File: src/common/otpsl_map.vh
// constants for the otp security lock logic
`ifndef OTPSL_MAP_VH
`define OTPSL_MAP_VH
`define OTPSL_OP_RD_LOCK   8'h2B
`define OTPSL_OP_WR_LOCK   8'h2F
`define OTPSL_OP_ENTER     8'hB1
`define OTPSL_OP_EXIT      8'hC1
`define OTPSL_OP_WR_SR1    8'h01
`define OTPSL_OP_WR_SR2    8'h31
`define OTPSL_OP_PROG      8'h02
`define OTPSL_OP_ERASE_4K  8'h20
`define OTPSL_BIT_FACTORY  0
`define OTPSL_BIT_CUSTOMER 1
`define OTPSL_SN_LAST      24'h00000F
`define OTPSL_OTP_LAST     24'h0001FF
`endif

File: src/verilog/otpsl_core.v
// otp security lock logic: spi command decode, lock status, otp mode
`timescale 1ns/1ps
`default_nettype none
`include "otpsl_map.vh"
module otpsl_core (
  // clock, reset, enable
  input  wire        clk_sys_in,
  input  wire        arst_n_in,
  input  wire        clk_en_in,
  // spi link pins
  input  wire        spi_sck_in,
  input  wire        spi_cs_n_in,
  input  wire        spi_mosi_in,
  output reg         spi_miso_out,
  output reg         spi_miso_oe_out,
  // nonvolatile lock storage
  input  wire        nv_factory_lock_in,
  input  wire        nv_customer_lock_in,
  output reg         nv_customer_set_out,
  // array engine status and grants
  input  wire        engine_busy_in,
  output reg         otp_mode_out,
  output reg         array_write_ok_out,
  output reg         otp_write_ok_out,
  output reg         sn_region_out,
  output reg  [7:0]  lock_status_out
);
////////////////////////////////////////////////////////////////////////////////
// pin synchronisers; first stage read only by second
reg [2:0] sck_s_q;
reg [1:0] cs_s_q;
reg [1:0] mosi_s_q;
always @(posedge clk_sys_in or negedge arst_n_in) begin
  if (!arst_n_in) begin
    sck_s_q  <= 3'h0;
    cs_s_q   <= 2'h3;
    mosi_s_q <= 2'h0;
  end else if (clk_en_in) begin
    sck_s_q  <= {sck_s_q[1:0], spi_sck_in};
    cs_s_q   <= {cs_s_q[0], spi_cs_n_in};
    mosi_s_q <= {mosi_s_q[0], spi_mosi_in};
  end
end
wire sck_rise = sck_s_q[1] & ~sck_s_q[2];
wire sck_fall = ~sck_s_q[1] & sck_s_q[2];
wire cs_act   = ~cs_s_q[1];
////////////////////////////////////////////////////////////////////////////////
// shift in, byte count
localparam ST_LOAD = 2'h0;
localparam ST_IDLE = 2'h1;
localparam ST_CMD  = 2'h2;
reg [1:0]  st_q;
reg [2:0]  bit_q;
reg [7:0]  sh_q;
reg [7:0]  op_q;
reg [3:0]  nbytes_q;
reg [23:0] addr_q;
reg        fact_q;
reg        cust_q;
reg        otp_q;
reg        cs_act_q;
reg [7:0]  tx_q;
wire [7:0] sh_nx   = {sh_q[6:0], mosi_s_q[1]};
wire       byte_dn = sck_rise & cs_act & (bit_q == 3'h7);
wire       cs_rise = cs_act_q & ~cs_act;
wire       locked  = fact_q | cust_q;
wire [7:0] status  = {6'h00, cust_q, fact_q};
always @(posedge clk_sys_in or negedge arst_n_in) begin
  if (!arst_n_in) begin
    st_q     <= ST_LOAD;
    bit_q    <= 3'h0;
    sh_q     <= 8'h00;
    op_q     <= 8'h00;
    nbytes_q <= 4'h0;
    addr_q   <= 24'h000000;
    fact_q   <= 1'b0;
    cust_q   <= 1'b0;
    otp_q    <= 1'b0;
    cs_act_q <= 1'b0;
    tx_q     <= 8'h00;
    nv_customer_set_out <= 1'b0;
    spi_miso_out        <= 1'b0;
    spi_miso_oe_out     <= 1'b0;
    otp_mode_out        <= 1'b0;
    array_write_ok_out  <= 1'b0;
    otp_write_ok_out    <= 1'b0;
    sn_region_out       <= 1'b0;
    lock_status_out     <= 8'h00;
  end else if (clk_en_in) begin
    cs_act_q            <= cs_act;
    nv_customer_set_out <= 1'b0;
    case (st_q)
      // strap-like capture after reset release, before any command
      ST_LOAD: begin
        fact_q <= nv_factory_lock_in;
        cust_q <= nv_customer_lock_in;
        st_q   <= ST_IDLE;
      end
      ST_IDLE: begin
        bit_q    <= 3'h0;
        nbytes_q <= 4'h0;
        if (cs_act) begin
          st_q <= ST_CMD;
        end
      end
      default: begin
        if (sck_rise) begin
          bit_q <= bit_q + 3'h1;
          sh_q  <= sh_nx;
        end
        if (byte_dn) begin
          if (nbytes_q != 4'hF) begin
            nbytes_q <= nbytes_q + 4'h1;
          end
          if (nbytes_q == 4'h0) begin
            op_q <= sh_nx;
            if (sh_nx == `OTPSL_OP_RD_LOCK) begin
              tx_q <= status;
            end
          end else if (nbytes_q < 4'h4) begin
            addr_q <= {addr_q[15:0], sh_nx};
          end else if (op_q == `OTPSL_OP_RD_LOCK) begin
            tx_q <= status;
          end
        // the fall that closes a byte leaves the freshly loaded msb on the pin
        end else if (sck_fall && op_q == `OTPSL_OP_RD_LOCK && nbytes_q != 4'h0 &&
                     bit_q != 3'h0) begin
          tx_q <= {tx_q[6:0], 1'b0};
        end
        // chip select end: execute on exact byte boundary only
        if (cs_rise) begin
          st_q <= ST_IDLE;
          if (bit_q == 3'h0) begin
            if (nbytes_q == 4'h1 && op_q == `OTPSL_OP_ENTER) begin
              otp_q <= 1'b1;
            end
            if (nbytes_q == 4'h1 && op_q == `OTPSL_OP_EXIT) begin
              otp_q <= 1'b0;
            end
            // no write enable needed; refused in otp mode or when customer lock already set (factory lock does not refuse)
            if (nbytes_q == 4'h2 && op_q == `OTPSL_OP_WR_LOCK && !otp_q &&
                !cust_q && sh_q[`OTPSL_BIT_CUSTOMER]) begin
              cust_q              <= 1'b1;
              nv_customer_set_out <= 1'b1;
            end
          end
        end
      end
    endcase
    spi_miso_oe_out <= cs_act && op_q == `OTPSL_OP_RD_LOCK && nbytes_q != 4'h0;
    spi_miso_out    <= tx_q[7];
    otp_mode_out    <= otp_q;
    // array writes blocked in otp mode; otp writes only when unlocked
    array_write_ok_out <= !otp_q && st_q != ST_LOAD;
    otp_write_ok_out   <= otp_q && !locked && addr_q <= `OTPSL_OTP_LAST;
    sn_region_out      <= otp_q && addr_q <= `OTPSL_SN_LAST;
    lock_status_out    <= status;
  end
end
// engine_busy_in does not gate status reads
wire unused_busy = engine_busy_in;
endmodule // otpsl_core
`default_nettype wire
File: config.mk
export PLATFORM = sky130hd
export DESIGN_NAME = otpsl_core
export DESIGN_NICKNAME = d
export VERILOG_FILES = /design/src/verilog/otpsl_core.v
export VERILOG_INCLUDE_DIRS = /design/src /design/src/common
export SDC_FILE = /design/constraint.sdc
export NUM_CORES = 1
export LEC_CHECK = 0
export ABC_AREA = 1
export BUFFER_PORTS_ARGS = -buffer_cell sky130_fd_sc_hd__buf_4
export CAP_MARGIN = 0
export CELL_PAD_IN_SITES_DETAIL_PLACEMENT = 1
export CELL_PAD_IN_SITES_GLOBAL_PLACEMENT = 1
export CORE_MARGIN = 3
export CORE_UTILIZATION = 49
export DETAILED_ROUTE_END_ITERATION = 6
export PLACE_DENSITY = 0.81
export SETUP_SLACK_MARGIN = 0.4
export SLEW_MARGIN = 20
export SYNTH_ARGS = -nofsm -noshare
export SYNTH_HDL_FRONTEND = slang
export SYNTH_SLANG_ARGS = --single-unit
File: constraint.sdc
create_clock -name clk_sys_in -period 5.07 [get_ports clk_sys_in]
set_clock_uncertainty 0.05 [all_clocks]
set_input_delay 0.507 -clock clk_sys_in [delete_from_list [all_inputs] [get_ports clk_sys_in]]
set_output_delay 0.507 -clock clk_sys_in [all_outputs]
set_load 0.02 [all_outputs]
==> results.json <==
{
  "design_area_um2": 3900,
  "wire_length_of_the_first_global_routing_pass_um": 13300,
  "antenna_found_initial": 0,
  "cts_htree_levels": 3,
  "worst_ep_required_time_ps": 5260,
  "cts_hold_repair.buffers": 0,
  "utilization": 0.564,
  "first_global_vias": 2745,
  "worst_setup_path_end_kind": "flip-flop",
  "dpl.hpwl_um": 5400,
  "timing.reg2reg.setup_slack_ps": 2530,
  "core_area_um2": 6910,
  "ir_drop_mv": 0.170,
  "timing.setup.critical_path_class": "reg2reg",
  "cts_made_buffers": 9,
  "fp.dieH_um": 91.2,
  "number_of_enable_flip_flop_cells_after_synthesis": 0,
  "worstSetupStartpointType": "flip-flop",
  "finalNetCount": 441,
  "io_pins": 24,
  "postPlaceCellArea_um2": 3700,
  "grt_setup_unrepaired": "false",
  "reg2reg_depth": 8,
  "synth_top_area_cell": "sky130_fd_sc_hd__dfrtp_1",
  "power.total_mw": 1.51,
  "synth_seq_area_share": 0.536,
  "maxClockFrequency_ghz": 0.394,
  "wire_per_inst_um": 14.6,
  "crit_slowest_cell": "sky130_fd_sc_hd__nand3_2",
  "synth.cell_area_um2": 3550,
  "route.detailed.vias_per_inst": 4.99,
  "grt_overflow": 0,
  "synth-seq-cells": 76,
  "netlist-cell-type-count": 34,
  "crit_path_max_fanout": 48,
  "timing.final.setup_violations": 0,
  "post_cts_setup_repair_buffer_count": 0,
  "row_count": 30,
  "static-leakage-power_nw": 1.88,
  "route.detailed.drc": 0,
  "final.min_clock_period_ps": 2540,
  "routed_wl_um": 7680,
  "final_number_of_hold_violating_endpoints": 0,
  "clkLatencyLatePin_ps": 350,
  "detailedRoute.firstPassIterationCount": 4,
  "synth.top_cells.by_area": "sky130_fd_sc_hd__dfrtp_1 52%, sky130_fd_sc_hd__nand2_1 12%, sky130_fd_sc_hd__o21ai_0 6.2%, sky130_fd_sc_hd__inv_1 5.1%, sky130_fd_sc_hd__nor2_1 3.4%",
  "synth-warning-count": 0,
  "buffer_ports.inserted": 16,
  "die_width_um": 91.2,
  "crit_path_frequent_cell": "sky130_fd_sc_hd__ha_1",
  "crit_chain": "ha_1 > ha_1 > inv_1 > nor2_1 > nand2_4 > nor2_2 > nand3_2 > o21ai_0",
  "synthCells": 409,
  "critical_path.reg2reg.endpoint": "addr_q[1]$_DFFE_PN0P_",
  "slew_viol_final": 0,
  "area.growth.synth_to_final_pct": 9.68,
  "groute.usage.overall": 0.201,
  "layout-drive-gt1-share": 0.151,
  "slew_limit_headroom": 0.349,
  "power.density_cell_area_nw_per_um2": 386,
  "critical-path-max-stage-delay_ps": 740,
  "post_cts.resized_instances": 0,
  "placed_cells": 510,
  "async_flop_share": 1.00,
  "clock_tree_from_tritoncts": "done",
  "dr_total_vias": 2626,
  "netlist_top_cells_count": "111 x sky130_fd_sc_hd__nand2_1, 74 x sky130_fd_sc_hd__dfrtp_1, 48 x sky130_fd_sc_hd__inv_1, 44 x sky130_fd_sc_hd__o21ai_0, 32 x sky130_fd_sc_hd__nor2_1",
  "synth.avg_cell_area_um2": 8.69,
  "cts.path.max_buffers": 2,
  "worstPathBufferInverterCount": 1,
  "numClockSinks": 76,
  "place_congestion": 0.831,
  "synth.top_cell.area_share": 0.521,
  "diodes_inserted": 0,
  "stdcell_count": 526,
  "outcome": "finished, final reports clean",
  "dieArea_um2": 8310,
  "floorplan.initialDensity": 0.515,
  "worst_path_dominant_cell_family": "simple AND/OR/NAND/NOR gates",
  "root_buffer": "sky130_fd_sc_hd__clkbuf_8",
  "critical_path_cell_count": 8,
  "total_negative_setup_slack_ps": 0,
  "timing.hold.worst.class": "in2async",
  "min_period_over_period": 0.500,
  "maximum_number_of_pins_on_one_net_before_global_route_repair": 77,
  "synth_flop_cell": "sky130_fd_sc_hd__dfrtp_1",
  "drv.max_cap_violation_count": 0,
  "critical_path_arrival_ps": 2730,
  "clock_pin_transition_on_the_worst_setup_and_hold_timing_paths_ps": 80,
  "worst_slew_pin_slew_ps": 976,
  "top_count_cell_post_synth": "sky130_fd_sc_hd__nand2_1",
  "ant_nets": 0,
  "initialDrtViolationCount": 134,
  "launch_point_of_the_worst_reg_to_reg_path": "bit_q[0]$_DFFE_PN0P_"
}
[report_power, final]
part | switching, mW | internal, mW
clock network | 0.235 | 0.229
logic | 0.211 | 0.0992
registers | 0.0576 | 0.674
[state kept, by name, indices dropped and copies added, names as in the netlist, 2 cells and up]
| name | cells |
|---|---|
| st_q | 2 |
| tx_q | 8 |
| bit_q | 3 |
| addr_q | 24 |
| mosi_s_q | 2 |
| lock_status_out | 2 |
| nbytes_q | 4 |
| sck_s_q | 3 |
| cs_s_q | 2 |
| op_q | 8 |
| sh_q | 7 |
[worst max path at each step]
stage / startpoint / to / slack, ps
2_1_floorplan: bit_q[0]$_DFFE_PN0P_ / addr_q[16]$_DFFE_PN0P_ / 3440
3_3_place_gp: bit_q[0]$_DFFE_PN0P_ / addr_q[9]$_DFFE_PN0P_ / 2630
3_5_place_dp: bit_q[0]$_DFFE_PN0P_ / addr_q[1]$_DFFE_PN0P_ / 2500
4_1_cts: bit_q[0]$_DFFE_PN0P_ / addr_q[1]$_DFFE_PN0P_ / 2480
5_1_grt: bit_q[0]$_DFFE_PN0P_ / addr_q[1]$_DFFE_PN0P_ / 2180
6_report: bit_q[0]$_DFFE_PN0P_ / addr_q[1]$_DFFE_PN0P_ / 2530
[metal layers]
metal	up-vias	track usage	wire, µm
met5	-	0	0
met4	0	0.0791	139
met3	11	0.0315	177
met2	24	0.324	3640
met1	1278	0.271	3720
li1	1313	-	-
[cell families after synthesis]
| logic type | synth area share |
|---|---|
| flops | 0.536 |
| compound gates | 0.114 |
| other cells | 0.00105 |
| fa+ha+maj | 0.0246 |
| simple gates | 0.235 |
| xor+xnor | 0.00246 |
| buf+inv | 0.0873 |
[cell usage in the layout, fill, tap and decap left out, types with 2 or more instances in the layout]
cell | synthesis | final
sky130_fd_sc_hd__nand2_1 | 111 | 111
sky130_fd_sc_hd__dfrtp_1 | 74 | 74
sky130_fd_sc_hd__inv_1 | 48 | 48
sky130_fd_sc_hd__o21ai_0 | 44 | 44
sky130_fd_sc_hd__nor2_1 | 32 | 32
sky130_fd_sc_hd__nand3_1 | 22 | 22
sky130_fd_sc_hd__buf_4 | 6 | 16
sky130_fd_sc_hd__o21ai_2 | 9 | 9
sky130_fd_sc_hd__clkbuf_8 | 0 | 9
sky130_fd_sc_hd__ha_1 | 7 | 7
sky130_fd_sc_hd__conb_1 | 1 | 6
sky130_fd_sc_hd__nand4_1 | 5 | 5
sky130_fd_sc_hd__a21oi_2 | 5 | 5
sky130_fd_sc_hd__nor4_1 | 4 | 4
sky130_fd_sc_hd__a21oi_1 | 4 | 4
sky130_fd_sc_hd__inv_2 | 3 | 3
sky130_fd_sc_hd__nor3_1 | 3 | 3
sky130_fd_sc_hd__nor2_4 | 3 | 3
sky130_fd_sc_hd__clkinvlp_4 | 0 | 3
sky130_fd_sc_hd__nand2_2 | 2 | 2
sky130_fd_sc_hd__clkinv_2 | 1 | 2
sky130_fd_sc_hd__nand2_4 | 2 | 2
sky130_fd_sc_hd__or2_2 | 2 | 2
sky130_fd_sc_hd__o21ai_1 | 2 | 2
sky130_fd_sc_hd__dfstp_2 | 2 | 2
[per-stage QoR]
step	hold slack, ps	setup slack, ps
floorplan	161	3440
global placement	403	2630
detailed placement	409	2500
CTS	287	2480
global route	315	2180
finish	226	2530
[layout make-up]
cell class              count  area [µm²]
clock buffers               9         124
clock inverters             7        75.1
fillers                   855        3010
inverters                  52         196
multi-input cells         270        1360
flip-flops and latches     76        1900
well taps                  96         120
repair buffers             16         120
Note: power is estimated with default switching activity, not from simulation.
